<file path="src/core/hwm_params.svh">
// Constants of the hardware-monitor conversion sequencer.
// Assumes inclusion by the package and by the sequencer files.
`ifndef HWM_PARAMS_SVH
`define HWM_PARAMS_SVH

`define HWM_CLK_HZ        100000000
`define HWM_CONV_HZ       45000
`define HWM_DIV_CYCLES    (`HWM_CLK_HZ / `HWM_CONV_HZ)
`define HWM_IDLE_MS       1000
`define HWM_IDLE_TICKS    ((`HWM_IDLE_MS * `HWM_CONV_HZ) / 1000)
`define HWM_TEMP_CLKS     7'd96
`define HWM_VOLT_CLKS     7'd68
`define HWM_NUM_INPUTS    8
`define HWM_LAST_INPUT    3'd7

`define HWM_OFS_READING   8'h20
`define HWM_OFS_RLS       8'h40
`define HWM_OFS_STATUS1   8'h41
`define HWM_OFS_STATUS2   8'h42
`define HWM_OFS_LIMIT     8'h44
`define HWM_OFS_SFR       8'h7c
`define HWM_OFS_CONFIG    8'h7f

`define HWM_RLS_START     0
`define HWM_RLS_LOCK      1
`define HWM_RLS_READY     2
`define HWM_SFR_MODE      1
`define HWM_SFR_GLOBAL_INTERRUPT_ENABLE     2
`define HWM_CFG_SOFT_RST  7

`define HWM_SFR_RESET     8'h40
`define HWM_CFG_RESET     8'h00
`define HWM_LOW_RESET     8'h00
`define HWM_HIGH_RESET    8'hff
`define HWM_FAULT_READING 8'h80

`endif

</file>
<file path="src/core/hwm_pkg.sv">
// Types shared by the hardware-monitor conversion sequencer.
// Assumes the constants header sits beside it.
`include "hwm_params.svh"

package hwm_pkg;
  typedef enum logic [2:0] {
    HWM_ST_IDLE = 3'b001,
    HWM_ST_CONV = 3'b010,
    HWM_ST_WAIT = 3'b100
  } hwm_state_t;
endpackage

</file>
<file path="src/core/hwm_avg.sv">
// Accumulator that turns a run of raw conversions into one mean.
// Assumes counts are powers of two, given as a shift of at most 7.
`timescale 1ns/1ps

module hwm_avg (
  input  wire logic       mclk,
  input  wire logic       rstn,
  input  wire logic       clr,
  input  wire logic       add_en,
  input  wire logic       last,
  input  wire logic [7:0] sample,
  input  wire logic [2:0] shift,
  output logic      [7:0] mean
);
  logic [14:0] acc_reg;
  logic [14:0] acc_next;

  // Summing the final sample here lets the mean leave in the same cycle.
  assign acc_next = acc_reg + {7'h00, sample};
  assign mean     = 8'(acc_next >> shift);

  always_ff @(posedge mclk or negedge rstn) begin
    if (!rstn) begin
      acc_reg <= 15'h0000;
    end else if (clr || (add_en && last)) begin
      acc_reg <= 15'h0000;
    end else if (add_en) begin
      acc_reg <= acc_next;
    end
  end
endmodule

</file>
<file path="src/core/hwm_seq.sv">
// Conversion sequencer of a hardware-monitoring block, with its registers.
// Assumes a byte-wide register port driven by a bus engine, and an analog
// front end that presents the current input's raw result on adc_data.
`timescale 1ns/1ps
`include "hwm_params.svh"
module hwm_seq
  import hwm_pkg::*;
#(
  parameter int unsigned DIV_CYCLES = `HWM_DIV_CYCLES,
  parameter int unsigned IDLE_TICKS = `HWM_IDLE_TICKS
) (
  input  wire logic       mclk,
  input  wire logic       rstn,
  input  wire logic [7:0] reg_addr,
  input  wire logic       reg_wr,
  input  wire logic       reg_rd,
  input  wire logic [7:0] reg_wdata,
  output logic      [7:0] reg_rdata,
  input  wire logic [7:0] adc_data,
  input  wire logic [1:0] diode_fault,
  output logic      [2:0] adc_channel,
  output logic            converting
);
  hwm_state_t  state_reg;
  logic [11:0] div_reg;
  logic        tick;
  logic [6:0]  tick_cnt_reg;
  logic [7:0]  nconv_reg;
  logic [15:0] idle_reg;
  logic [2:0]  ch_reg;
  logic [7:0]  rls_reg;
  logic [7:0]  sfr_reg;
  logic [7:0]  cfg_reg;
  logic        soft_rst_reg;
  logic [7:0]  status1_reg;
  logic [1:0]  status2_reg;
  logic [7:0]  cond1_reg;
  logic [1:0]  cond2_reg;
  logic [7:0]  reading [`HWM_NUM_INPUTS];
  logic [7:0]  low_lim [`HWM_NUM_INPUTS];
  logic [7:0]  high_lim [`HWM_NUM_INPUTS];
  logic        remote;
  logic        is_temp;
  logic [6:0]  conv_len;
  logic [2:0]  shift;
  logic [7:0]  nconv_last;
  logic        conv_end;
  logic        chan_done;
  logic [7:0]  sample;
  logic [7:0]  mean;
  logic        start;
  logic        wr_ok;
  logic [7:0]  lim_idx;

  assign start   = rls_reg[`HWM_RLS_START];
  assign remote  = (ch_reg == 3'd0) || (ch_reg == `HWM_LAST_INPUT);
  assign is_temp = remote || (ch_reg == 3'd1);
  assign conv_len = is_temp ? `HWM_TEMP_CLKS : `HWM_VOLT_CLKS;
  assign wr_ok   = reg_wr && !soft_rst_reg;
  assign lim_idx = reg_addr - `HWM_OFS_LIMIT;

  // Averaging count as a power-of-two shift.
  always_comb begin
    casez (sfr_reg[7:5])
      3'b1??:  shift = 3'd5;
      3'b01?:  shift = 3'd4;
      3'b001:  shift = remote ? 3'd4 : 3'd0;
      default: shift = remote ? 3'd7 : 3'd3;
    endcase
  end
  assign nconv_last = 8'((9'h001 << shift) - 9'h001);

  // A shorted diode reads as the fault code 80h, which trips the limit check only where the limits exclude 80h.
  assign sample = (remote && diode_fault[ch_reg == 3'd0 ? 0 : 1]) ?
                  `HWM_FAULT_READING : adc_data;

  assign conv_end  = (state_reg == HWM_ST_CONV) && tick &&
                     (tick_cnt_reg == conv_len - 7'd1);
  assign chan_done = conv_end && (nconv_reg == nconv_last);

  hwm_avg u_avg (
    .mclk   (mclk),
    .rstn   (rstn),
    .clr    (state_reg == HWM_ST_IDLE),
    .add_en (conv_end),
    .last   (chan_done),
    .sample (sample),
    .shift  (shift),
    .mean   (mean)
  );

  // Conversion clock; free running so its phase never depends on software.
  always_ff @(posedge mclk or negedge rstn) begin
    if (!rstn) begin
      div_reg <= 12'h000;
      tick    <= 1'b0;
    end else if (div_reg == 12'(DIV_CYCLES - 1)) begin
      div_reg <= 12'h000;
      tick    <= 1'b1;
    end else begin
      div_reg <= div_reg + 12'h001;
      tick    <= 1'b0;
    end
  end

  // Sequencer.
  always_ff @(posedge mclk or negedge rstn) begin
    if (!rstn) begin
      state_reg    <= HWM_ST_IDLE;
      tick_cnt_reg <= 7'h00;
      nconv_reg    <= 8'h00;
      idle_reg     <= 16'h0000;
      ch_reg       <= 3'h0;
    end else if (soft_rst_reg || !start) begin
      state_reg    <= HWM_ST_IDLE;
      tick_cnt_reg <= 7'h00;
      nconv_reg    <= 8'h00;
      idle_reg     <= 16'h0000;
      ch_reg       <= 3'h0;
    end else begin
      case (state_reg)
        HWM_ST_IDLE: begin
          state_reg <= HWM_ST_CONV;
        end
        HWM_ST_CONV: begin
          if (chan_done) begin
            tick_cnt_reg <= 7'h00;
            nconv_reg    <= 8'h00;
            ch_reg       <= ch_reg + 3'd1;
            if (ch_reg == `HWM_LAST_INPUT &&
                sfr_reg[`HWM_SFR_MODE]) begin
              state_reg <= HWM_ST_WAIT;
            end
          end else if (conv_end) begin
            tick_cnt_reg <= 7'h00;
            nconv_reg    <= nconv_reg + 8'h01;
          end else if (tick) begin
            tick_cnt_reg <= tick_cnt_reg + 7'h01;
          end
        end
        HWM_ST_WAIT: begin
          if (tick) begin
            if (idle_reg == 16'(IDLE_TICKS - 1)) begin
              idle_reg  <= 16'h0000;
              state_reg <= HWM_ST_CONV;
            end else begin
              idle_reg <= idle_reg + 16'h0001;
            end
          end
        end
        default: begin
          state_reg <= HWM_ST_IDLE;
        end
      endcase
    end
  end

  // Readings are never reset, so their power-up value is undefined.
  always_ff @(posedge mclk) begin
    if (chan_done) begin
      reading[ch_reg] <= mean;
    end
  end

  // Control registers and limits; soft reset reaches all of them.
  always_ff @(posedge mclk or negedge rstn) begin
    if (!rstn) begin
      rls_reg      <= 8'h00;
      sfr_reg      <= `HWM_SFR_RESET;
      cfg_reg      <= `HWM_CFG_RESET;
      soft_rst_reg <= 1'b0;
      for (int i = 0; i < `HWM_NUM_INPUTS; i++) begin
        low_lim[i]  <= `HWM_LOW_RESET;
        high_lim[i] <= `HWM_HIGH_RESET;
      end
    end else if (soft_rst_reg) begin
      rls_reg      <= 8'h00;
      sfr_reg      <= `HWM_SFR_RESET;
      cfg_reg      <= `HWM_CFG_RESET;
      soft_rst_reg <= 1'b0;
      for (int i = 0; i < `HWM_NUM_INPUTS; i++) begin
        low_lim[i]  <= `HWM_LOW_RESET;
        high_lim[i] <= `HWM_HIGH_RESET;
      end
    end else begin
      if (chan_done && ch_reg == `HWM_LAST_INPUT) begin
        rls_reg[`HWM_RLS_READY] <= 1'b1;
      end
      if (wr_ok) begin
        case (reg_addr)
          `HWM_OFS_RLS: begin
            rls_reg[`HWM_RLS_START] <= reg_wdata[`HWM_RLS_START];
            rls_reg[`HWM_RLS_LOCK]  <= reg_wdata[`HWM_RLS_LOCK];
          end
          `HWM_OFS_SFR: begin
            sfr_reg <= reg_wdata;
          end
          `HWM_OFS_CONFIG: begin
            cfg_reg      <= {1'b0, reg_wdata[6:0]};
            soft_rst_reg <= reg_wdata[`HWM_CFG_SOFT_RST];
          end
          default: begin
            if (lim_idx < 8'(2 * `HWM_NUM_INPUTS)) begin
              if (lim_idx[0]) begin
                high_lim[lim_idx[3:1]] <= reg_wdata;
              end else begin
                low_lim[lim_idx[3:1]] <= reg_wdata;
              end
            end
          end
        endcase
      end
    end
  end

  // Status bits: a new event in the clearing read's cycle still lands.
  always_ff @(posedge mclk or negedge rstn) begin
    if (!rstn) begin
      status1_reg <= 8'h00;
      status2_reg <= 2'b00;
      cond1_reg   <= 8'h00;
      cond2_reg   <= 2'b00;
    end else if (soft_rst_reg) begin
      status1_reg <= 8'h00;
      status2_reg <= 2'b00;
      cond1_reg   <= 8'h00;
      cond2_reg   <= 2'b00;
    end else begin
      logic [7:0] set1;
      logic [1:0] set2;
      logic [7:0] keep1;
      logic [1:0] keep2;
      set1  = 8'h00;
      set2  = 2'b00;
      keep1 = status1_reg;
      keep2 = status2_reg;
      if (reg_rd && reg_addr == `HWM_OFS_STATUS1) begin
        keep1 = status1_reg & cond1_reg;
      end
      if (reg_rd && reg_addr == `HWM_OFS_STATUS2) begin
        keep2 = status2_reg & cond2_reg;
      end
      if (chan_done) begin
        set1[ch_reg] = (mean > high_lim[ch_reg]) ||
                       (mean < low_lim[ch_reg]);
        cond1_reg[ch_reg] <= set1[ch_reg];
        if (remote) begin
          set2[ch_reg == 3'd0 ? 0 : 1] = diode_fault[ch_reg == 3'd0 ? 0 : 1];
          cond2_reg[ch_reg == 3'd0 ? 0 : 1] <=
            diode_fault[ch_reg == 3'd0 ? 0 : 1];
        end
      end
      status1_reg <= keep1 | set1;
      status2_reg <= keep2 | set2;
    end
  end

  // Registered read port; undefined offsets return zero.
  always_ff @(posedge mclk or negedge rstn) begin
    if (!rstn) begin
      reg_rdata <= 8'h00;
    end else if (reg_rd) begin
      if (reg_addr >= `HWM_OFS_READING &&
          reg_addr < `HWM_OFS_READING + 8'(`HWM_NUM_INPUTS)) begin
        reg_rdata <= reading[reg_addr[2:0]];
      end else if (lim_idx < 8'(2 * `HWM_NUM_INPUTS)) begin
        reg_rdata <= lim_idx[0] ? high_lim[lim_idx[3:1]] :
                                  low_lim[lim_idx[3:1]];
      end else begin
        case (reg_addr)
          `HWM_OFS_RLS:     reg_rdata <= rls_reg;
          `HWM_OFS_STATUS1: reg_rdata <= status1_reg;
          `HWM_OFS_STATUS2: reg_rdata <= {6'h00, status2_reg};
          `HWM_OFS_SFR:     reg_rdata <= sfr_reg;
          `HWM_OFS_CONFIG:  reg_rdata <= cfg_reg;
          default:          reg_rdata <= 8'h00;
        endcase
      end
    end
  end

  always_ff @(posedge mclk or negedge rstn) begin
    if (!rstn) begin
      adc_channel <= 3'h0;
      converting  <= 1'b0;
    end else begin
      adc_channel <= ch_reg;
      converting  <= (state_reg == HWM_ST_CONV);
    end
  end

  stay_idle_a: assert property (@(posedge mclk) disable iff (!rstn)
    !start |=> state_reg == HWM_ST_IDLE)
    else $error("sequencer left idle without start");
  soft_abort_a: assert property (@(posedge mclk) disable iff (!rstn)
    soft_rst_reg |=> state_reg == HWM_ST_IDLE && !start && !soft_rst_reg)
    else $error("soft reset did not abort and self-clear");
  avg_reset_a: assert property (@(posedge mclk) disable iff (!rstn)
    soft_rst_reg |=> sfr_reg[7:5] == 3'b010)
    else $error("averaging field not restored to 010");
  conv_len_a: assert property (@(posedge mclk) disable iff (!rstn)
    conv_end |-> tick_cnt_reg == (is_temp ? 7'd95 : 7'd67))
    else $error("conversion length wrong");
  avg_prio_a: assert property (@(posedge mclk) disable iff (!rstn)
    (conv_end && sfr_reg[7]) |-> nconv_last == 8'd31)
    else $error("top averaging bit did not force 32");
  seq_order_a: assert property (@(posedge mclk) disable iff (!rstn)
    (chan_done && start && !soft_rst_reg) |=>
      ch_reg == $past(ch_reg) + 3'd1)
    else $error("input order broken");
  cycle_idle_a: assert property (@(posedge mclk) disable iff (!rstn)
    (chan_done && start && !soft_rst_reg && ch_reg == 3'd7) |=>
      state_reg == (sfr_reg[1] ? HWM_ST_WAIT : HWM_ST_CONV))
    else $error("mode after last input wrong");
  read_update_a: assert property (@(posedge mclk) disable iff (!rstn)
    chan_done |=> reading[$past(ch_reg)] == $past(mean))
    else $error("reading not updated with mean");
  status_hold_a: assert property (@(posedge mclk) disable iff (!rstn)
    (!reg_rd && !soft_rst_reg) |=>
      (status1_reg & $past(status1_reg)) == $past(status1_reg))
    else $error("status bit dropped without a read");
endmodule

</file>
<file path="config.mk">
export PLATFORM = sky130hd
export DESIGN_NAME = hwm_seq
export DESIGN_NICKNAME = d
export VERILOG_FILES = /design/src/core/hwm_pkg.sv /design/src/core/hwm_avg.sv /design/src/core/hwm_seq.sv
export VERILOG_INCLUDE_DIRS = /design/src /design/src/core
export SDC_FILE = /design/constraint.sdc
export NUM_CORES = 1
export LEC_CHECK = 0
export BUFFER_PORTS_ARGS = -buffer_cell sky130_fd_sc_hd__buf_2
export CAP_MARGIN = 10
export CORE_MARGIN = 4
export CORE_UTILIZATION = 60
export CTS_CLUSTER_DIAMETER = 100
export DETAILED_ROUTE_END_ITERATION = 7
export PLACE_DENSITY = 0.77
export SLEW_MARGIN = 20
export SYNTH_ARGS = -nofsm -noshare
export SYNTH_HDL_FRONTEND = slang
export SYNTH_SLANG_ARGS = --single-unit
</file>
<file path="constraint.sdc">
create_clock -name mclk -period 7.34 [get_ports mclk]
set_input_delay 0.734 -clock mclk [delete_from_list [all_inputs] [get_ports mclk]]
set_output_delay 0.734 -clock mclk [all_outputs]
set_load 0.01 [all_outputs]
</file>
== Yosys cells after proc, flatten, opt, wreduce, memory -nomap -nowiden ==
Memories as Yosys holds them, arrays and structs flattened.
Cells that the tools add are included.

* Flip-flop bits (word level): 245
* RAM bits: 64
* Input bits: 30
* Output and inout bits: 12
* Memories kept: 1

{| class="wikitable"
|+ Memories
! memory !! words !! bits a word !! read ports !! clocked after memory_dff !! write ports !! line !! RTL
|-
| reading || 8 || 8 || 1 || 0 || 1 || hwm_seq.sv:39 || <nowiki>logic [7:0] reading [`HWM_NUM_INPUTS];</nowiki>
|}

* Add/sub/neg operators: 9
* Magnitude comparators: 12
* Equal/unequal tests: 22
* Shift operators: 2
* Mux-type cells: 104
* Bitwise operators: 8
* Reduce and logical (&&, ||, !) cells: 50

{| class="wikitable"
|+ Operators with widths
! kind !! number
|-
| 2-to-1 mux 64 bit || 10
|-
| 2-to-1 mux 8 bit || 30
|-
| bitwise mux 64 bit || 2
|-
| binary-select mux 8 bit (select 3 bit) || 4
|-
| 2-to-1 mux 16 bit || 4
|-
| == test 8 x 7 -> 1 bit (second input constant) || 5
|-
| one-hot mux 8 bit (5 select lines) || 1
|-
| 2-to-1 mux 7 bit || 5
|-
| 2-to-1 mux 3 bit || 11
|-
| 2-to-1 mux 15 bit || 2
|-
| nonzero test 2 bit || 14
|-
| demux 8 bit (select 3 bit) || 1
|-
| 2-to-1 mux 2 bit || 11
|-
| one-hot mux 3 bit (3 select lines) || 2
|-
| adder 16 x 1 -> 16 bit (second input constant) || 1
|-
| AND 8 bit || 2
|-
| == test 16 bit (second input constant) || 1
|-
| AND reduction 2 bit || 8
|-
| adder 15 x 8 -> 15 bit || 1
|-
| right shift 15 x 3 -> 8 bit || 1
|-
| logical AND 1 bit || 14
|-
| 2-to-1 mux 1 bit || 14
|-
| adder 12 x 1 -> 12 bit (second input constant) || 1
|-
| == test 12 bit (second input constant) || 1
|-
| 45 further kinds || 61
|}

== Logic depth before layout (Yosys ltp) ==
Gate-level depths: netlist (run 1).

* Word-level depth: 17
* Depth in mapped cells: 22

== By module ==
From an unflattened synthesis (run 1), not the netlist that was laid out.

* Cell total of the unflattened synthesis: 1,563
* Area total of the unflattened synthesis: 16,985.0 um^2

{| class="wikitable"
|+ Modules (own cells, without submodules)
! module !! instances !! cells each !! area an instance (um^2) !! sequential area each (um^2)
|-
| hwm_seq || 1 || 1,336 || 15,230.9 || 7,734.9
|-
| hwm_avg || 1 || 227 || 1,754.2 || 375.4
|}

== Worst setup path before layout (run 1) ==
OpenSTA, ideal clock, no wires.

* Kind: register -> register
* Start: reg ch_reg[0]
* End: reg cond1_reg[6]
* Arrival: 5.246 ns
* Data required time: 7.193 ns
* Slack: 1.947 ns
* Cell stages (with the launch flop): 23
* Clock period less this slack: 5.393 ns
* Cell sequence: dfrtp_1 buf_2 inv_1 ha_1 nor2b_1 a32oi_1 and2_1 ha_1 inv_1 fa_1 nor2b_1 o22ai_1 xnor2_1 a211oi_1 a311o_1 o21ai_0 ha_1 nor2b_1 o211ai_1 a211oi_1 a221o_1 a211oi_4 a311oi_1

* Longest elaborated chain between the ends: 17
* Elaborated cells on any way between the ends: 46
* Those cells by class: add/sub: 3; order compare: 4; eq/ne: 4; shift: 2; mux: 22; bitwise: 2; reduce/logical: 9

{| class="wikitable"
|+ Ends and longest elaborated chain
! item !! line !! RTL
|-
| start: declaration || hwm_seq.sv:30 || <nowiki>logic [2:0] ch_reg;</nowiki>
|-
| start signal: assignment || hwm_seq.sv:129 || <nowiki>ch_reg <= ch_reg + 3'd1;</nowiki>
|-
| logical NOT 3 bit || hwm_seq.sv:56, hwm_seq.sv:74 ||
|-
| 2-to-1 mux 1 bit (4 in a row) || hwm_seq.sv:74 || <nowiki>assign sample = (remote && diode_fault[ch_reg == 3'd0 ? 0 : 1]) ?</nowiki>
|-
| logical AND 1 bit || hwm_seq.sv:74 ||
|-
| 2-to-1 mux 8 bit || hwm_seq.sv:74 ||
|-
| adder 15 x 8 -> 15 bit || hwm_avg.sv:19 || <nowiki>assign acc_next = acc_reg + {7'h00, sample};</nowiki>
|-
| right shift 15 x 3 -> 8 bit (*) || hwm_avg.sv:20 || <nowiki>assign mean = 8'(acc_next >> shift);</nowiki>
|-
| net mean[1] || hwm_seq.sv:50 || <nowiki>logic [7:0] mean;</nowiki>
|-
| > comparator 8 bit or < comparator 8 bit (tied branches) || hwm_seq.sv:244, hwm_seq.sv:245 ||
|-
| logical OR 1 bit (*) || hwm_seq.sv:244 || <nowiki>set1[ch_reg] = (mean > high_lim[ch_reg]) ||</nowiki>
|-
| AND 8 bit (no source line) (*) || n/a ||
|-
| binary-select mux 1 bit (select 3 bit) (*) || hwm_seq.sv:246 || <nowiki>cond1_reg[ch_reg] <= set1[ch_reg];</nowiki>
|-
| 2-to-1 mux 1 bit (not written as such) (*) || hwm_seq.sv:246 ||
|-
| bitwise mux 8 bit (*) || hwm_seq.sv:246 ||
|-
| 2-to-1 mux 8 bit (*) || hwm_seq.sv:243 || <nowiki>if (chan_done) begin</nowiki>
|-
| 2-to-1 mux 8 bit (*) || hwm_seq.sv:223 || <nowiki>end else if (soft_rst_reg) begin</nowiki>
|-
| end signal: indexed assignment || hwm_seq.sv:246 ||
|-
| end: declaration || hwm_seq.sv:37 || <nowiki>logic [7:0] cond1_reg;</nowiki>
|}

Mark *: on every way through the listed nets, which the timed path passes. The rest lies on a longest branch. The select of a mux whose other input is x is not followed.
A chain may end at the register's enable or synchronous reset.

== Worst setup path in the final report (run 1) ==
* Start: reg ch_reg[1]
* End: reg status1_reg[6]

* Longest elaborated chain between the ends: 16
* Elaborated cells on any way between the ends: 44
* Those cells by class: add/sub: 3; order compare: 4; eq/ne: 4; shift: 2; mux: 20; bitwise: 3; reduce/logical: 8

{| class="wikitable"
|+ Ends and longest elaborated chain
! item !! line !! RTL
|-
| logical NOT 3 bit || hwm_seq.sv:56, hwm_seq.sv:74 ||
|-
| 2-to-1 mux 1 bit (4 in a row) || hwm_seq.sv:74 ||
|-
| logical AND 1 bit || hwm_seq.sv:74 ||
|-
| 2-to-1 mux 8 bit || hwm_seq.sv:74 ||
|-
| adder 15 x 8 -> 15 bit || hwm_avg.sv:19 ||
|-
| right shift 15 x 3 -> 8 bit (*) || hwm_avg.sv:20 ||
|-
| net mean[7] || hwm_seq.sv:50 ||
|-
| > comparator 8 bit or < comparator 8 bit (tied branches) || hwm_seq.sv:244, hwm_seq.sv:245 ||
|-
| logical OR 1 bit (*) || hwm_seq.sv:244 ||
|-
| AND 8 bit (no source line) (*) || n/a ||
|-
| 2-to-1 mux 8 bit (*) || hwm_seq.sv:243 ||
|-
| 2-to-1 mux 8 bit (*) || hwm_seq.sv:223 ||
|-
| bitwise OR 8 bit (*) || hwm_seq.sv:253 || <nowiki>status1_reg <= keep1 | set1;</nowiki>
|-
| 2-to-1 mux 8 bit (*) || hwm_seq.sv:223 ||
|-
| end signal: assignment || hwm_seq.sv:253 ||
|-
| end: declaration || hwm_seq.sv:35 || <nowiki>logic [7:0] status1_reg;</nowiki>
|}

Marks and branches as above.

==> metrics.md, run 1 <==
| Metric | Value |
|---|---|
| Fill cells | `2,112` |
| Initial Utilization | `0.614` |
| Root buffer cell | `clkbuf_16` |
| Horiz. Die Dim | `177 um` |
| Area share of the largest cell type after synthesis | `0.259` |
| Num CTS Buffers | `35` |
| Synth Register Bits | `308` |
| DRC viols | `0` |
| Worst Path Required | `7.71 ns` |
| DRT antenna net count | `0` |
| Nets | `1,635` |
| Critical Path Start | `ch_reg[1]` |
| Wire per inst | `23.8 um` |
| Gr usage total | `0.304` |
| Largest net degree at the start of global routing | `190` |
| Sink Count | `308` |
| Final slew viol count | `0` |
| Core Region | `28,000 um2` |
| Instance area at placement | `17,600 um2` |
| R2R Path Start | `ch_reg[1]` |
| Minimum clock period after layout | `6.76 ns` |
| Vias in the first global route | `12,900` |
| CP arrival | `7.13 ns` |
| Share of layout cells above drive strength 1 | `0.176` |
| Top flop regs | `high_lim (64), low_lim (64), reading (64)` |
| GPL Wtd Cong | `0.943` |
| Count of final setup violators | `0` |
| Ys Warns | `0` |
| Worst VDD drop | `0.000149 V` |
| HPWL after detailed placement | `30,600 um` |
| Worst-Margin Slew | `1.10 ns` |
| Final Cycle Share | `0.921` |
| IO Count | `42` |
| Synth Instances | `1,574` |
| # port buffers | `41` |
| Status | `completed` |
| First-pass GRT wire length | `74,500 um` |
| Post-synth top cells | `dfrtp_1 (178), nor2_1 (176), mux2i_1 (157)` |
| Final hold violations | `0` |
| Clk_skew | `0.0167 ns` |
| Synth area leaders | `dfrtp_1 (26%), edfxtp_1 (11%), dfstp_2 (10%), mux2i_1 (9.1%), mux4_2 (7.3%)` |
| Ys flop type | `dfrtp_1` |
| CTS tree | `done` |
| Clock-pin slew on the worst setup and hold paths | `0.06 ns` |
| Peak Freq | `148 MHz` |
| Maxcap violations | `0` |
| Final hold slack | `0.134 ns` |
| Later-pin clock latency in the skew report | `0.53 ns` |
| Routed WL | `47,000 um` |
| Hold crit path type | `input port to asynchronous set/reset pin` |
| Setup tns final | `0 ns` |
| Full die area | `31,500 um2` |
| Number of DRC violations after detailed-routing iteration 0 | `1,491` |
| Total number of vias | `13,200` |
| Avg Cell Area, Syn | `10.9 um2` |
| Vert. Die Dim | `177 um` |
| CTS Buffer Depth | `3` |
| DR vias/cell | `6.72` |
| Drt pass-1 iters | `6` |
| Post-synth ARST share | `0.792` |
| Critical path launch point type | `flop` |
| Synth Cell Area | `17,200 um2` |
| Syn-to-layout area delta | `9.58%` |
| Finished Cell Area | `18,900 um2` |
| Area of the multi-input gates | `8640 um2` |
| Slew margin rel. | `0.263` |
| Cell with the most instances after synthesis | `dfrtp_1` |
| Syn Nets | `1,643` |
| Setup crit end kind | `flop` |
| RSZ-0062 raised after global routing | `no` |
| FF+latch area | `8110 um2` |
| Initial antenna violation count | `3` |
| CP max FO | `16` |
| Register area share after synthesis | `0.471` |
| Post-CTS Setup Inserts | `0` |
| Kind of critical path | `flop to flop` |
| Area leader, netlist | `dfrtp_1` |
| LEAKAGE | `0.00803 uW` |
| PD cells | `208 nW/um2` |
| Total global routing overflow | `0` |
| Post-synth EDFFs | `64` |
| Distinct cells, synth | `92` |
| # rows | `61` |
| H-tree lvl count | `2` |
==> metal layers <==
metal,vias up,global-route usage,share of wire
met1,6569,0.408,0.40
li1,5873,-,-
met2,644,0.490,0.48
met5,-,0,0.00066
met4,4,0.111,0.035
met3,133,0.0682,0.090
==> final cells by class <==
| cell class | count | area share |
|---|---|---|
| inverters | 22 | 0.00438 |
| flip-flops and latches | 308 | 0.430 |
| well taps | 378 | 0.0251 |
| clock inverters | 8 | 0.00431 |
| diodes | 1 | 0.000133 |
| clock buffers | 53 | 0.0566 |
| repair buffers | 60 | 0.0208 |
| multi-input cells | 1139 | 0.458 |
==> cell families (layout without fill, tap and decap cells) <==
kind of cell	after synthesis	after routing	share of synthesized area
other	1	2	0.000218
multiplexers	217	217	0.167
XOR/XNOR	39	39	0.0199
AND/OR/NAND/NOR	536	536	0.152
AO/OA/AOI/OAI	307	307	0.128
buffers and inverters	127	143	0.0315
adder cells (fa/ha/maj)	39	39	0.0288
flip-flops	308	308	0.471
==> power breakdown <==
part           total, uW  leakage (uW)  switching, uW  internal (uW)
clock               1740      0.000565            700           1040
combinational        323       0.00376            200            122
sequential          1850       0.00371           41.0           1810
==> final timing paths <==
kind                               endpoint  slack (ns)  cells past startpoint
hold / removal             u_avg.acc_reg[6]        0.13                      1
min in group mclk              reg_rdata[7]        0.47                      1
hold reg to reg                reg_rdata[7]        0.47                      1
max in group asynchronous       high_lim[2]        5.89                      3
setup reg to reg             status1_reg[6]        0.58                     20
setup / recovery             status1_reg[6]        0.58                     20
==> stage by stage <==
step | cells | power [uW] | util | setup slack, ns
detailed placement | 1906 | 2200 | 0.630 | 0.484
CTS | 1967 | 3930 | 0.671 | 0.418
floorplan | 1574 | 2080 | - | 1.95
global placement | 1906 | 2180 | 0.630 | 0.761
global route | 1969 | 4050 | 0.673 | 0.0965
finish | 1969 | 3920 | 0.673 | 0.577
==> placed cells by master (no fill, tap or decap), drive strengths merged, types with 14 or more instances in the layout <==
master and count:
and3 17, mux2i 157, mux4 56, dfrtp 178, nor3 31, o21ai 48
nor2 176, nand3 45, xor2 19, clkbuf 53, dfstp 66, nand2 155
inv 23, a22oi 47, a31oi 15, a21oi 45, o211ai 16, nand4 14
xnor2 20, ha 38, buf 60, edfxtp 64
==> worst max-delay path, stage by stage (launching register included) <==
cell,delay [ns]
dfrtp_1,0.74
clkinv_1,0.50
ha_1,0.36
nor2b_1,0.17
a32oi_2,0.49
and2_1,0.20
ha_1,0.18
inv_1,0.06
fa_1,0.40
nor2b_1,0.23
o211ai_1,0.15
a211o_1,0.35
a32oi_1,0.24
o41ai_1,0.14
a22oi_1,0.69
ha_1,0.39
a21oi_1,0.16
o21ai_0,0.10
a221o_1,0.38
nor2_1,0.49
a31oi_1,0.18
==> what timing repair did <==
action,in CTS,in global routing
endpoints found under the setup margin,0,16
hold buffers,0,0
gates resized for setup,0,4
(Power assumes the default switching activity.)
==> run 2, diff against run 1 <==
- CTS_CLUSTER_DIAMETER: 100 -> unset
- RECOVER_POWER: unset -> 100
==> run 2 against run 1 <==
  * Critical path depth unchanged
  * Flip-flop and latch count did not move
  * Utilization down 0.67 points
  * The flow now finishes with violations (max-capacitance violations, max-slew violations)
  * Largest cell class unchanged
==> metrics.md, run 2 (same netlist as run 1, synthesis figures left out) <==
| Metric | Value |
|---|---|
| IO Count | `42` |
| CTS Hold Bufs | `0` |
| Peak Freq | `148 MHz` |
| Final slew viol count | `223` |
| Area of the multi-input gates | `8540 um2` |
| Num CTS Buffers | `35` |
| Sink Count | `308` |
| Sequential share of power | `0.473` |
| Wire per inst | `23.9 um` |
| Worst-Margin Slew | `3.08 ns` |
| Later-pin clock latency in the skew report | `0.53 ns` |
| CTS Buffer Depth | `3` |
| Vias in the first global route | `12,900` |
| Total Power | `3910 uW` |
| Final hold violations | `0` |
| Top flop regs | `high_lim (64), low_lim (64), reading (64)` |
| Total global routing overflow | `0` |
| DRC viols | `0` |
| H-tree lvl count | `2` |
| Full die area | `31,500 um2` |
| Critical path launch point type | `flop` |
| Setup tns final | `0 ns` |
| GPL Wtd Cong | `0.943` |
| Gr usage total | `0.304` |
| Clock-pin slew on the worst setup and hold paths | `0.06 ns` |
| FF+latch area | `8110 um2` |
| Core Region | `28,000 um2` |
| Combinational Power Share | `0.080` |
| Clk_skew | `0.0195 ns` |
| Cts repair resizes | `0` |
| Drt pass-1 iters | `6` |
| Nets | `1,635` |
| CP most frequent cell | `ha_1` |
| Int Power | `2970 uW` |
| Initial Utilization | `0.614` |
| Maxcap violations | `9` |
| Placed insts | `1,906` |
| Final cell count without fillers | `1,969` |
| Clk pwr share | `0.446` |
| Worst Path Required | `7.71 ns` |
| CTS tree | `done` |
| Largest net degree at the start of global routing | `190` |
| Share of layout cells above drive strength 1 | `0.155` |
| Vert. Die Dim | `177 um` |
| RSZ-0062 raised after global routing | `no` |
| Final Cycle Share | `0.921` |
| Status | `complete, but fails checks` |
| Root buffer cell | `clkbuf_16` |
| Hold crit path type | `flop to flop` |
| Setup crit end kind | `flop` |
| LEAKAGE | `0.00788 uW` |
| Slowest stage delay, CP | `0.74 ns` |
| HPWL after detailed placement | `30,600 um` |
| Post-CTS Setup Inserts | `0` |
| Most frequent cells in the layout | `dfrtp_1 (178), nor2_1 (174), mux2i_1 (157)` |
| Sw frac | `0.241` |
| PD cells | `210 nW/um2` |
| Crit-path slowest cell | `dfrtp_1` |
| First-pass GRT wire length | `74,500 um` |
| DRT antenna net count | `0` |
| Horiz. Die Dim | `177 um` |
| Initial antenna violation count | `3` |
| # port buffers | `41` |
| DR vias/cell | `6.68` |
| Critical-path cell list | `clkinv_1 -> ha_1 -> nor2b_1 -> a32oi_2 -> and2_0 -> ha_1 -> inv_1 -> fa_1 -> nor2b_1 -> o211ai_1 -> a211o_1 -> a32oi_1 -> o41ai_1 -> a22oi_1 -> ha_1 -> a21oi_1 -> o21ai_0 -> a221o_1 -> nor2_1 -> a31oi_1` |
| Total number of vias | `13,200` |
| Kind of critical path | `flop to flop` |
| Count of final setup violators | `0` |
| Commonest non-fill, non-tap cell in the layout | `dfrtp_1` |
| Fill cells | `2,154` |
| # rows | `61` |
| CP arrival | `7.13 ns` |
| Worst VDD drop | `0.000149 V` |
| CP max FO | `16` |
| Minimum clock period after layout | `6.76 ns` |
| Psw | `942 uW` |
| Syn-to-layout area delta | `8.49%` |
| Failing checks | `max-capacitance violations, max-slew violations` |
| Number of DRC violations after detailed-routing iteration 0 | `1,587` |
| Routed WL | `47,100 um` |
| Slew margin rel. | `-1.05` |
[run 2: cell count changes in the layout (fill, tap and decap cells not counted), moves of 4 or more]
cell,delta
buf_4,-5
buf_2,-13
nand3_2,-4
nor3_4,-6
clkbuf_1,+19
nand3_1,+4
nor3_1,+6
[run 2: worst paths after layout]
kind | slack [ns] | to | startpoint | cells after the start
max | 0.58 | status1_reg[2] | ch_reg[1] | 20
min | 0.48 | reg_rdata[7] | reg_rdata[7] | 1
max reg2reg | 0.58 | status1_reg[2] | ch_reg[1] | 20
min reg2reg | 0.48 | reg_rdata[7] | reg_rdata[7] | 1
max in group asynchronous | 1.49 | low_lim[48] | rstn | 3
min in group asynchronous | 1.23 | u_avg.acc_reg[1] | rstn | 1
[run 2: per-stage QoR]
stage                     worst slack [ns]  hold WS (ns)  utilization  cell area (um2)
after global placement               0.761         0.457        0.630            17600
after detailed placement             0.484         0.464        0.630            17600
final                                0.577         0.478        0.667            18700
after floorplan                       1.95         0.418            -            17200
after CTS                            0.418         0.154        0.671            18800
after global routing                0.0907         0.486        0.667            18700
[run 2: cell type report]
cell class	instances	share of cell area
multi-input combinational	1139	0.457
sequential	308	0.434
clock buffer	53	0.0572
tap	378	0.0253
timing repair buffer	60	0.0167
inverter	22	0.00442
clock inverter	8	0.00436
antenna	1	0.000134
[run 2: critical path: cells and delay by family, from the launching register on]
| family | cells | cell delay (ns) |
|---|---|---|
| AND/OR/NAND/NOR | 4 | 1.09 |
| buffers and inverters | 2 | 0.56 |
| AO/OA/AOI/OAI | 10 | 2.89 |
| adder cells (fa/ha/maj) | 4 | 1.33 |
| flip-flops | 1 | 0.74 |
[run 2: power groups by stage]
stage	logic, uW	clock network, uW	registers (uW)
6_report	315	1750	1850
2_1_floorplan	209	0	1870
3_3_place_gp	307	0	1880
4_1_cts	317	1760	1850
5_1_grt	345	1840	1860
3_5_place_dp	315	0	1880
[run 2: layer usage]
layer,global-route usage,part of all wire
met1,0.408,0.40
met2,0.490,0.47
met3,0.0682,0.093
met4,0.111,0.037
met5,0,0.00066
